[config.mk]
export PLATFORM = sky130hd
export DESIGN_NAME = ose_core
export DESIGN_NICKNAME = d
export VERILOG_FILES = /design/src/ose_pkg.sv /design/src/ose_fifo.sv /design/src/ose_core.sv
export SDC_FILE = /design/constraint.sdc
export NUM_CORES = 1
export LEC_CHECK = 0
export BUFFER_PORTS_ARGS = -buffer_cell sky130_fd_sc_hd__buf_2
export CAP_MARGIN = 20
export CELL_PAD_IN_SITES_DETAIL_PLACEMENT = 1
export CELL_PAD_IN_SITES_GLOBAL_PLACEMENT = 2
export CORE_AREA = 2 2 309 311
export CTS_CLUSTER_SIZE = 10
export DETAILED_ROUTE_END_ITERATION = 10
export DIE_AREA = 0 0 311 313
export GPL_TIMING_DRIVEN = 0
export PLACE_DENSITY_LB_ADDON = 0.1
export SLEW_MARGIN = 15
export SYNTH_ARGS = -nofsm -noshare
export SYNTH_HDL_FRONTEND = slang
export SYNTH_SLANG_ARGS = --single-unit
[constraint.sdc]
create_clock -name i_clk -period 4.5 [get_ports i_clk]
set_clock_uncertainty 0.05 [all_clocks]
set_input_delay 0.9 -clock i_clk [delete_from_list [all_inputs] [get_ports i_clk]]
set_output_delay 0.9 -clock i_clk [all_outputs]
set_load 0.1 [all_outputs]
[src/ose_pkg.sv]
package ose_pkg;

  // Word and order geometry.
  localparam int WORD_W = 40;
  localparam int ADDR_W = 12;
  localparam int OP_W   = 8;

  // Order codes handled by this block.
  localparam logic [7:0] OP_MID_STORE     = 8'h46;
  localparam logic [7:0] OP_CLR_MID_STORE = 8'h47;
  localparam logic [7:0] OP_LOW_STORE     = 8'h42;
  localparam logic [7:0] OP_CLR_LOW_STORE = 8'h43;
  localparam logic [7:0] OP_IO            = 8'h80;
  localparam logic [7:0] OP_HALT_XFER     = 8'h30;
  localparam logic [7:0] OP_PLAIN_HALT    = 8'h20;
  localparam logic [7:0] OP_SLS           = 8'hf0;
  localparam logic [7:0] OP_CLR_SLS       = 8'hf1;
  localparam logic [7:0] OP_SEED_SLS      = 8'hf9;
  localparam logic [7:0] OP_SJ            = 8'ha0;
  localparam logic [7:0] OP_CLR_SJ        = 8'ha1;
  localparam logic [7:0] OP_SEED_SJ       = 8'ha9;

  // Address field that selects printing or tape reading under OP_IO.
  localparam logic [11:0] IO_PRINT_ADDR = 12'h828;
  localparam logic [11:0] IO_READ_ADDR  = 12'h028;

  // Field masks; vector bit 39 is the sign digit, bit 0 the 2^-39 digit.
  localparam logic [39:0] MID_FIELD_MASK = 40'h00_3ff0_0000;
  localparam logic [39:0] LOW_FIELD_MASK = 40'h00_0000_03ff;
  localparam logic [39:0] SEED_VALUE     = 40'h40_0000_0000;

  // Reset values.
  localparam logic [39:0] WORD_RESET  = 40'h00_0000_0000;
  localparam logic [11:0] ADDR_RESET  = 12'h000;
  localparam logic [19:0] ORDER_RESET = 20'h0_0000;

  // Print buffer geometry.
  localparam int PRINT_FIFO_DEPTH = 16;

  typedef struct packed {
    logic [7:0]  opcode;
    logic [11:0] address;
  } ose_order_type;

  typedef struct packed {
    logic        write;
    logic [11:0] address;
    logic [39:0] data;
  } ose_mem_req_type;

  typedef struct packed {
    logic [39:0] accumulator;
    logic [39:0] quotient;
    logic        right_shift;
    logic        jump;
    logic        jump_right;
    logic [11:0] jump_address;
  } ose_foreign_result_type;

endpackage

[src/ose_fifo.sv]
`timescale 1ns/1ns
`default_nettype none

module ose_fifo #(
  parameter int WIDTH = 40,
  parameter int DEPTH = 16
) (
  // Clock and reset
  input  wire logic             i_clk,
  input  wire logic             i_reset_n,
  // Fill side
  input  wire logic             i_valid,
  output logic                  o_ready,
  input  wire logic [WIDTH-1:0] i_data,
  // Drain side
  output logic                  o_valid,
  input  wire logic             i_ready,
  output logic [WIDTH-1:0]      o_data
);

  localparam int PTR_W = $clog2(DEPTH);

  logic [WIDTH-1:0] storage [DEPTH];
  logic [PTR_W-1:0] wr_ptr;
  logic [PTR_W-1:0] rd_ptr;
  logic [PTR_W:0]   count;
  wire              push = i_valid && o_ready;
  wire              pop  = o_valid && i_ready;

  assign o_ready = count != (PTR_W+1)'(DEPTH);
  assign o_valid = count != '0;
  assign o_data  = storage[rd_ptr];

  always_ff @(posedge i_clk or negedge i_reset_n) begin
    if (!i_reset_n) begin
      wr_ptr <= '0;
      rd_ptr <= '0;
      count  <= '0;
    end else begin
      if (push) wr_ptr <= wr_ptr + 1'b1;
      if (pop) rd_ptr <= rd_ptr + 1'b1;
      if (push && !pop) count <= count + 1'b1;
      else if (pop && !push) count <= count - 1'b1;
    end
  end

  // Storage has no reset so it maps onto plain registers.
  always_ff @(posedge i_clk) begin
    if (push) storage[wr_ptr] <= i_data;
  end

endmodule

`default_nettype wire

[src/ose_core.sv]
`timescale 1ns/1ns
`default_nettype none

// What this block does
// RL1 - Order 47 clears the accumulator, then stores its middle digits into word x.
// RL2 - Order 46 replaces digits 2^-10..2^-19 of word x; accumulator unchanged.
// RL3 - Order 42 replaces digits 2^-30..2^-39 of word x; accumulator unchanged.
// RL4 - Order 43 clears the accumulator, then does the low-field store.
// RL5 - Order 80828 sends the quotient register word to the printer.
// RL6 - Order 80028 reads one tape word into the accumulator.
// RL7 - Order 30 halts; as right-hand order, restart at left order of x.
// RL8 - Order 30 as left-hand order: restart runs right order, then jumps to x.
// RL9 - With the panel bypass switch set, order 30 is a plain transfer to x.
// RL10 - Single left shift moves both registers up, feeding the saved bit in.
// RL11 - Right-shifting orders save quotient digit 39 for the next single left shift.
// RL12 - Order F1 clears the accumulator, then does the single left shift.
// RL13 - Seeded shift clears the accumulator, inserts 2^-1, then shifts left.
// RL14 - Shift-and-jump shifts, then jumps to x after the right-hand order.
// RL15 - Order K18 clears the accumulator, then does shift-and-jump.
// RL16 - Seeded shift-and-jump inserts 2^-1 in the accumulator, then shift-and-jump.
// RL17 - Programs use rounded division only when divisor exceeds dividend in size.
// RL18 - Each word runs its left order, then right order, unless control transfers.
module ose_core (
  // Clock and reset
  input  wire logic                           i_clk,
  input  wire logic                           i_reset_n,
  // Operator panel pins
  input  wire logic                           i_start_pin,
  input  wire logic                           i_bypass_pin,
  output logic                                o_halted,
  output logic [11:0]                         o_location,
  output logic                                o_right_half,
  // Memory port
  output logic                                o_mem_req,
  output ose_pkg::ose_mem_req_type            o_mem,
  input  wire logic                           i_mem_ack,
  input  wire logic [39:0]                    i_mem_rdata,
  // Input tape
  input  wire logic                           i_tape_valid,
  input  wire logic [39:0]                    i_tape_data,
  output logic                                o_tape_ready,
  // Printer
  output logic                                o_print_valid,
  input  wire logic                           i_print_ready,
  output logic [39:0]                         o_print_data,
  // Orders outside this subset
  output logic                                o_foreign_valid,
  output ose_pkg::ose_order_type              o_foreign_order,
  output logic [39:0]                         o_accumulator,
  output logic [39:0]                         o_quotient,
  input  wire logic                           i_foreign_done,
  input  wire ose_pkg::ose_foreign_result_type i_foreign_result
);

  typedef enum logic [2:0] {
    ST_HALTED,
    ST_FETCH,
    ST_EXECUTE,
    ST_STORE_READ,
    ST_STORE_WRITE,
    ST_PRINT,
    ST_TAPE,
    ST_FOREIGN
  } ose_state_type;

  ose_state_type state;
  ose_state_type next_state;

  logic [39:0] accumulator_register;
  logic [39:0] quotient_register;
  logic        saved_bit;
  logic [11:0] pc;
  logic        right_half;
  logic [39:0] word_buf;
  logic        pending_jump;
  logic [11:0] pending_addr;
  logic        resume_fetch;
  logic        store_low;
  logic [11:0] mem_addr;
  logic [39:0] mem_wdata;
  ose_pkg::ose_order_type foreign_order;

  logic [39:0] next_accumulator;
  logic [39:0] next_quotient;
  logic        next_saved_bit;
  logic [11:0] next_pc;
  logic        next_right_half;
  logic [39:0] next_word_buf;
  logic        next_pending_jump;
  logic [11:0] next_pending_addr;
  logic        next_resume_fetch;
  logic        next_store_low;
  logic [11:0] next_mem_addr;
  logic [39:0] next_mem_wdata;
  ose_pkg::ose_order_type next_foreign_order;
  logic        go_next;
  logic        halt_after;

  // Panel synchronisers; the first stage feeds only the second.
  logic [1:0] start_sync;
  logic [1:0] bypass_sync;
  logic       start_seen;
  wire        start_pulse = start_sync[1] && !start_seen;
  wire        bypass_set  = bypass_sync[1];

  // Order decode.
  ose_pkg::ose_order_type cur;
  assign cur = right_half ? ose_pkg::ose_order_type'(word_buf[19:0])
                          : ose_pkg::ose_order_type'(word_buf[39:20]);
  wire [7:0] op = cur.opcode;
  wire is_mid_store   = op == ose_pkg::OP_MID_STORE || op == ose_pkg::OP_CLR_MID_STORE;
  wire is_low_store   = op == ose_pkg::OP_LOW_STORE || op == ose_pkg::OP_CLR_LOW_STORE;
  wire is_store_clear = op == ose_pkg::OP_CLR_MID_STORE || op == ose_pkg::OP_CLR_LOW_STORE;
  wire is_print       = op == ose_pkg::OP_IO && cur.address == ose_pkg::IO_PRINT_ADDR;
  wire is_read        = op == ose_pkg::OP_IO && cur.address == ose_pkg::IO_READ_ADDR;
  wire is_halt_xfer   = op == ose_pkg::OP_HALT_XFER;
  wire is_plain_halt  = op == ose_pkg::OP_PLAIN_HALT;
  wire shift_clear    = op == ose_pkg::OP_CLR_SLS || op == ose_pkg::OP_CLR_SJ;
  wire shift_seed     = op == ose_pkg::OP_SEED_SLS || op == ose_pkg::OP_SEED_SJ;
  wire shift_jump     = op == ose_pkg::OP_SJ || shift_clear && op[7:4] == 4'ha || op == ose_pkg::OP_SEED_SJ;
  wire is_shift       = op == ose_pkg::OP_SLS || op == ose_pkg::OP_CLR_SLS || op == ose_pkg::OP_SEED_SLS
                        || op == ose_pkg::OP_SJ || op == ose_pkg::OP_CLR_SJ || op == ose_pkg::OP_SEED_SJ;

  // Clear or seed the accumulator before the shift.
  // RL12 clear before shift
  // RL13 seed with half
  wire [39:0] shift_base = shift_clear ? ose_pkg::WORD_RESET
                         : shift_seed  ? ose_pkg::SEED_VALUE : accumulator_register;
  // RL10 double register shift
  wire [39:0] shifted_acc = {shift_base[38:0], quotient_register[38]};
  wire [39:0] shifted_quo = {quotient_register[39], quotient_register[37:0], saved_bit};

  // RL2 middle field mask
  // RL3 low field mask
  wire [39:0] store_mask = store_low ? ose_pkg::LOW_FIELD_MASK : ose_pkg::MID_FIELD_MASK;
  wire [39:0] merged     = (i_mem_rdata & ~store_mask) | (accumulator_register & store_mask);

  // Print buffer.
  logic fifo_in_ready;
  wire  fifo_push = state == ST_PRINT;

  ose_fifo #(
    .WIDTH (ose_pkg::WORD_W),
    .DEPTH (ose_pkg::PRINT_FIFO_DEPTH)
  ) u_print_fifo (
    .i_clk     (i_clk),
    .i_reset_n (i_reset_n),
    .i_valid   (fifo_push),
    .o_ready   (fifo_in_ready),
    .i_data    (quotient_register),
    .o_valid   (o_print_valid),
    .i_ready   (i_print_ready),
    .o_data    (o_print_data)
  );

  always_comb begin
    next_state         = state;
    next_accumulator   = accumulator_register;
    next_quotient      = quotient_register;
    next_saved_bit     = saved_bit;
    next_pc            = pc;
    next_right_half    = right_half;
    next_word_buf      = word_buf;
    next_pending_jump  = pending_jump;
    next_pending_addr  = pending_addr;
    next_resume_fetch  = resume_fetch;
    next_store_low     = store_low;
    next_mem_addr      = mem_addr;
    next_mem_wdata     = mem_wdata;
    next_foreign_order = foreign_order;
    go_next            = 1'b0;
    halt_after         = 1'b0;
    unique case (state)
      ST_HALTED: begin
        if (start_pulse) next_state = resume_fetch ? ST_FETCH : ST_EXECUTE;
      end
      ST_FETCH: begin
        if (i_mem_ack) begin
          next_word_buf = i_mem_rdata;
          next_state    = ST_EXECUTE;
        end
      end
      ST_EXECUTE: begin
        if (is_mid_store || is_low_store) begin
          // RL1 clear then store
          // RL4 clear then store
          if (is_store_clear) next_accumulator = ose_pkg::WORD_RESET;
          next_store_low = is_low_store;
          next_mem_addr  = cur.address;
          next_state     = ST_STORE_READ;
        end else if (is_print) begin
          next_state = ST_PRINT;
        end else if (is_read) begin
          next_state = ST_TAPE;
        end else if (is_halt_xfer) begin
          if (bypass_set) begin
            // RL9 bypass as transfer
            next_pc           = cur.address;
            next_right_half   = 1'b0;
            next_pending_jump = 1'b0;
            next_state        = ST_FETCH;
          end else if (right_half) begin
            // RL7 resume at x
            next_pc           = cur.address;
            next_right_half   = 1'b0;
            next_pending_jump = 1'b0;
            next_resume_fetch = 1'b1;
            next_state        = ST_HALTED;
          end else begin
            // RL8 right order first
            next_right_half   = 1'b1;
            next_pending_jump = 1'b1;
            next_pending_addr = cur.address;
            next_resume_fetch = 1'b0;
            next_state        = ST_HALTED;
          end
        end else if (is_plain_halt) begin
          go_next    = 1'b1;
          halt_after = 1'b1;
        end else if (is_shift) begin
          next_accumulator = shifted_acc;
          next_quotient    = shifted_quo;
          if (shift_jump) begin
            // RL14 jump after right order
            // RL15 cleared variant
            // RL16 seeded variant
            next_pending_jump = 1'b1;
            next_pending_addr = cur.address;
          end
          go_next = 1'b1;
        end else begin
          next_foreign_order = cur;
          next_state         = ST_FOREIGN;
        end
      end
      ST_STORE_READ: begin
        if (i_mem_ack) begin
          next_mem_wdata = merged;
          next_state     = ST_STORE_WRITE;
        end
      end
      ST_STORE_WRITE: begin
        go_next = i_mem_ack;
      end
      ST_PRINT: begin
        // RL5 quotient to printer
        go_next = fifo_in_ready;
      end
      ST_TAPE: begin
        // RL6 tape into accumulator
        if (i_tape_valid) next_accumulator = i_tape_data;
        go_next = i_tape_valid;
      end
      ST_FOREIGN: begin
        if (i_foreign_done) begin
          next_accumulator = i_foreign_result.accumulator;
          next_quotient    = i_foreign_result.quotient;
          // RL11 save quotient digit
          if (i_foreign_result.right_shift) next_saved_bit = quotient_register[0];
          if (i_foreign_result.jump) begin
            next_pc           = i_foreign_result.jump_address;
            next_right_half   = i_foreign_result.jump_right;
            next_pending_jump = 1'b0;
            next_state        = ST_FETCH;
          end else begin
            go_next = 1'b1;
          end
        end
      end
    endcase
    // RL18 left then right
    if (go_next) begin
      if (!right_half) begin
        next_right_half   = 1'b1;
        next_resume_fetch = 1'b0;
        next_state        = halt_after ? ST_HALTED : ST_EXECUTE;
      end else begin
        next_right_half   = 1'b0;
        next_resume_fetch = 1'b1;
        next_pc           = next_pending_jump ? next_pending_addr : 12'(pc + 12'h001);
        next_pending_jump = 1'b0;
        next_state        = halt_after ? ST_HALTED : ST_FETCH;
      end
    end
    if (next_state == ST_FETCH) next_mem_addr = next_pc;
  end

  always_ff @(posedge i_clk or negedge i_reset_n) begin
    if (!i_reset_n) begin
      start_sync  <= 2'h0;
      bypass_sync <= 2'h0;
      start_seen  <= 1'b0;
    end else begin
      start_sync  <= {start_sync[0], i_start_pin};
      bypass_sync <= {bypass_sync[0], i_bypass_pin};
      start_seen  <= start_sync[1];
    end
  end

  always_ff @(posedge i_clk or negedge i_reset_n) begin
    if (!i_reset_n) begin
      state                <= ST_HALTED;
      accumulator_register <= ose_pkg::WORD_RESET;
      quotient_register    <= ose_pkg::WORD_RESET;
      saved_bit            <= 1'b0;
      pc                   <= ose_pkg::ADDR_RESET;
      right_half           <= 1'b0;
      word_buf             <= ose_pkg::WORD_RESET;
      pending_jump         <= 1'b0;
      pending_addr         <= ose_pkg::ADDR_RESET;
      resume_fetch         <= 1'b1;
      store_low            <= 1'b0;
      mem_addr             <= ose_pkg::ADDR_RESET;
      mem_wdata            <= ose_pkg::WORD_RESET;
      foreign_order        <= ose_pkg::ORDER_RESET;
    end else begin
      state                <= next_state;
      accumulator_register <= next_accumulator;
      quotient_register    <= next_quotient;
      saved_bit            <= next_saved_bit;
      pc                   <= next_pc;
      right_half           <= next_right_half;
      word_buf             <= next_word_buf;
      pending_jump         <= next_pending_jump;
      pending_addr         <= next_pending_addr;
      resume_fetch         <= next_resume_fetch;
      store_low            <= next_store_low;
      mem_addr             <= next_mem_addr;
      mem_wdata            <= next_mem_wdata;
      foreign_order        <= next_foreign_order;
    end
  end

  // Memory requests hold steady until acknowledged.
  assign o_mem_req       = state == ST_FETCH || state == ST_STORE_READ || state == ST_STORE_WRITE;
  assign o_mem.write     = state == ST_STORE_WRITE;
  assign o_mem.address   = mem_addr;
  assign o_mem.data      = mem_wdata;
  assign o_tape_ready    = state == ST_TAPE;
  assign o_foreign_valid = state == ST_FOREIGN;
  assign o_foreign_order = foreign_order;
  assign o_accumulator   = accumulator_register;
  assign o_quotient      = quotient_register;
  assign o_halted        = state == ST_HALTED;
  assign o_location      = pc;
  assign o_right_half    = right_half;

endmodule

`default_nettype wire

==> results.yml <==
setup_path:
  crit-reg2reg-capture: "mem_addr[5]"
  cp.buffers_inverters: 4
  worstPathArrival_ns: 3.34
  critical_path.reg2reg.startpoint: "state[2]"
  critical_path.endpoint_type: "primary output"
  critPathMaxFanout: 10
  critical-path-slowest-cell: "sky130_fd_sc_hd__mux4_2"
  crit_family: "buffers and inverters"
  path_cells: "clkbuf_2, buf_2, buf_8, mux4_2, mux4_2, buf_2"
  criticalPathCategory: "reg2out"
  setup.reg_to_reg.worst_slack_ns: 0.62
  critPathRequiredTime_ns: 3.55
  worst-r2r-cell-count: 11
  timing.critical_path.slowest_cell_delay_ns: 0.53
  worst_setup_path_start_kind: "flip-flop"
sta:
  worst_slew_margin_rel_pct: 30.0
  unrepaired_setup_endpoints_after_global_routing: "no"
  final-max-slew-violation-count: 0
  fin_crit_sh_pct: 95.4
  fmax_mhz: 233
  report.final.setup_viol: 0
  final-hold-violation-count: 0
  min_period_ns: 4.29
  max_slew.worst_pin.slew_ns: 1.02
synthesis:
  synth_simple_gate_area_share_pct: 5.69
  adder_and_majority_gate_portion_of_the_synthesized_area_pct: 0.399
  synthesis.instances: 2194
  synth_seq_area_share_pct: 69.6
  netlist.top_cell.by_area: "sky130_fd_sc_hd__edfxtp_1"
  synth.yosys.warnings: 0
  synth-compound-area-share_pct: 5.19
  dominant_synthesized_flop_cell: "sky130_fd_sc_hd__edfxtp_1"
  postSynthNetCount: 2388
  postSynth.asyncResetShare_pct: 27.4
  postSynthAreaPerCell_um2: 16.6
  synth_cell_types: 79
  yosys-mux-area-fraction_pct: 16.8
  post-synth-top-area-fraction_pct: 52.9
  synthTopCellsByArea: "sky130_fd_sc_hd__edfxtp_1 (53%), sky130_fd_sc_hd__dfrtp_1 (17%), sky130_fd_sc_hd__mux4_2 (12%), sky130_fd_sc_hd__mux2_2 (2.2%), sky130_fd_sc_hd__mux2i_1 (2.1%)"
  synth_edf_count: 640
  mappedNetlistArea_um2: 36300
  synthXorXnorAreaFrac_pct: 0.579
  dominant_combinational_cell_family_by_area_after_synthesis: "multiplexers"
  yosysMostFrequentCell: "sky130_fd_sc_hd__edfxtp_1"
  synth_common_cells: "sky130_fd_sc_hd__edfxtp_1 (640), sky130_fd_sc_hd__dfrtp_1 (241), sky130_fd_sc_hd__mux4_2 (200)"
  synth-seq-cells: 882
job:
  max_cap_viol_count: 0
floorplanning:
  die_area_um2: 97300
  overall_die_height_um: 313
  effective_utilization_at_floorplan_pct: 38.6
  std_cell_rows: 113
  io-pin-count: 394
  design.core.area_um2: 94200
  die_width_um: 311
drt:
  drc_errors: 0
  drt_iter0_markers: 1435
  drt_first_pass_iters: 5
  routedWlPerCell_um: 27.0
  viasPerCell: 5.38
  drt_wl_total_um: 110000
  dr_total_vias: 22000
  postRouteAntennaNets: 0
clock_network:
  numClockSinks: 882
  cts.clk_slew.worst_paths_ns: 0.06
  longest_clk_path_bufs: 3
  cts_htree_levels: 3
  cts_tree: "done"
  holdBufCountCts: 0
  cts_root_buf: "sky130_fd_sc_hd__clkbuf_16"
  clock_insertion_delay_worst_skew_ns: 0.67
  cts-buffers-inserted: 102
layout:
  final_design_area_no_fill_um2: 44100
  area_delta_synth_final_pct: 21.4
  fin_nets: 2928
  final_layout_size_suffix_gt1_share_pct: 32.4
run_status:
  status: "finished clean"
placement:
  numPortBuffers: 393
  dp_hpwl_um: 79000
  routability_congestion_estimate: 0.860
  placed_cell_area_um2: 41000
global_routing:
  grt_start_max_net_pins: 85
  gr-total-overflow: 0
  grt_first_pass_wirelength_um: 163000
  grt_pass1_vias: 24000
  grtUsageTotal_pct: 22.8
  grt_antenna_before_repair: 12
hold_path:
  class_of_the_worst_hold_path: "in2async"
==> layout make-up <==
type	instances	area (um^2)
diodes	1	2.50
plain buffers	131	598
clock buffers	172	2880
clock inverters	14	188
fillers	9320	50100
inverters	23	86.3
multi-input cells	1156	10600
flip-flops and latches	882	25300
well taps	1265	1580
repair buffers	438	2930
==> per-stage QoR <==
| step | utilization [%] | setup WS, ns | std cells | hold WS [ns] | TNS, ns |
|---|---|---|---|---|---|
| after floorplan | - | 0.414 | 2194 | 0.281 | 0 |
| after CTS | 46.8 | 0.0110 | 4082 | 0.173 | 0 |
| after global routing | 46.8 | 0.0520 | 4081 | 0.205 | 0 |
| after global placement | 42.4 | -2.41 | 3852 | 0.285 | -1401.17 |
| after detailed placement | 43.5 | -0.185 | 3897 | 0.289 | -3.61 |
| final | 46.8 | 0.208 | 4082 | 0.193 | 0 |
==> what timing repair did <==
| action | in CTS | in global routing |
|---|---|---|
| gates cloned | 0 | 0 |
| resized for setup | 52 | 7 |
| setup endpoints to repair | 40 | 25 |
| setup buffers | 0 | 0 |
| pin swaps | 0 | 0 |
==> per-layer routing <==
layer	global-route usage (%)	up-vias	wire length, um
met5	0	-	128
met1	28.1	11500	43100
li1	-	9631	-
met3	4.78	188	6360
met4	6.50	20	3110
met2	40.5	644	57700
==> cell usage in the layout (no fill, tap or decap), types with 10 or more instances in the layout <==
cell type and instances:
sky130_fd_sc_hd__buf_8 18, sky130_fd_sc_hd__buf_1 15, sky130_fd_sc_hd__edfxtp_1 640, sky130_fd_sc_hd__buf_2 412, sky130_fd_sc_hd__dfrtp_1 240, sky130_fd_sc_hd__inv_1 21
sky130_fd_sc_hd__nand3_1 19, sky130_fd_sc_hd__clkbuf_16 102, sky130_fd_sc_hd__o21ai_0 91, sky130_fd_sc_hd__mux4_2 200, sky130_fd_sc_hd__nor2_4 12, sky130_fd_sc_hd__nor2_1 139
sky130_fd_sc_hd__xnor2_1 18, sky130_fd_sc_hd__buf_16 21, sky130_fd_sc_hd__mux2i_1 77, sky130_fd_sc_hd__clkbuf_2 14, sky130_fd_sc_hd__a31oi_1 53, sky130_fd_sc_hd__and3_1 12
sky130_fd_sc_hd__nor3_1 22, sky130_fd_sc_hd__ha_1 10, sky130_fd_sc_hd__mux2_2 70, sky130_fd_sc_hd__clkbuf_1 133, sky130_fd_sc_hd__a21oi_1 86, sky130_fd_sc_hd__nand2_1 193
sky130_fd_sc_hd__nor2b_1 10, sky130_fd_sc_hd__buf_4 11
==> cells by family after synthesis <==
logic type	Yosys count
multiplexers	351
adder cells (fa/ha/maj)	11
XOR/XNOR	24
buffers and inverters	156
AND/OR/NAND/NOR	464
flip-flops	882
AO/OA/AOI/OAI	306
==> state kept, by name (all words and copies together), names as in the netlist, 20 cells and up <==
register              cells
o_quotient               40
u_print_fifo.storage    640
mem_wdata                40
o_foreign_order          20
o_accumulator            40
word_buf                 40
==> how the worst max path moves through the flow <==
stage / start / to / slack, ns / cells after the start
4_1_cts: u_print_fifo.rd_ptr[1] / o_print_data[24] / 0.01 / 6
2_1_floorplan: state[0] / o_halted / 0.41 / 4
3_5_place_dp: u_print_fifo.rd_ptr[0] / o_print_data[24] / -0.18 / 6
6_report: u_print_fifo.rd_ptr[0] / o_print_data[8] / 0.21 / 6
5_1_grt: u_print_fifo.rd_ptr[0] / o_print_data[8] / 0.05 / 6
3_3_place_gp: i_reset_n / o_quotient[26] / -2.41 / 1
Power is not shown: default switching activity piles up to over one toggle a cycle in this logic, so the estimate is an artifact.
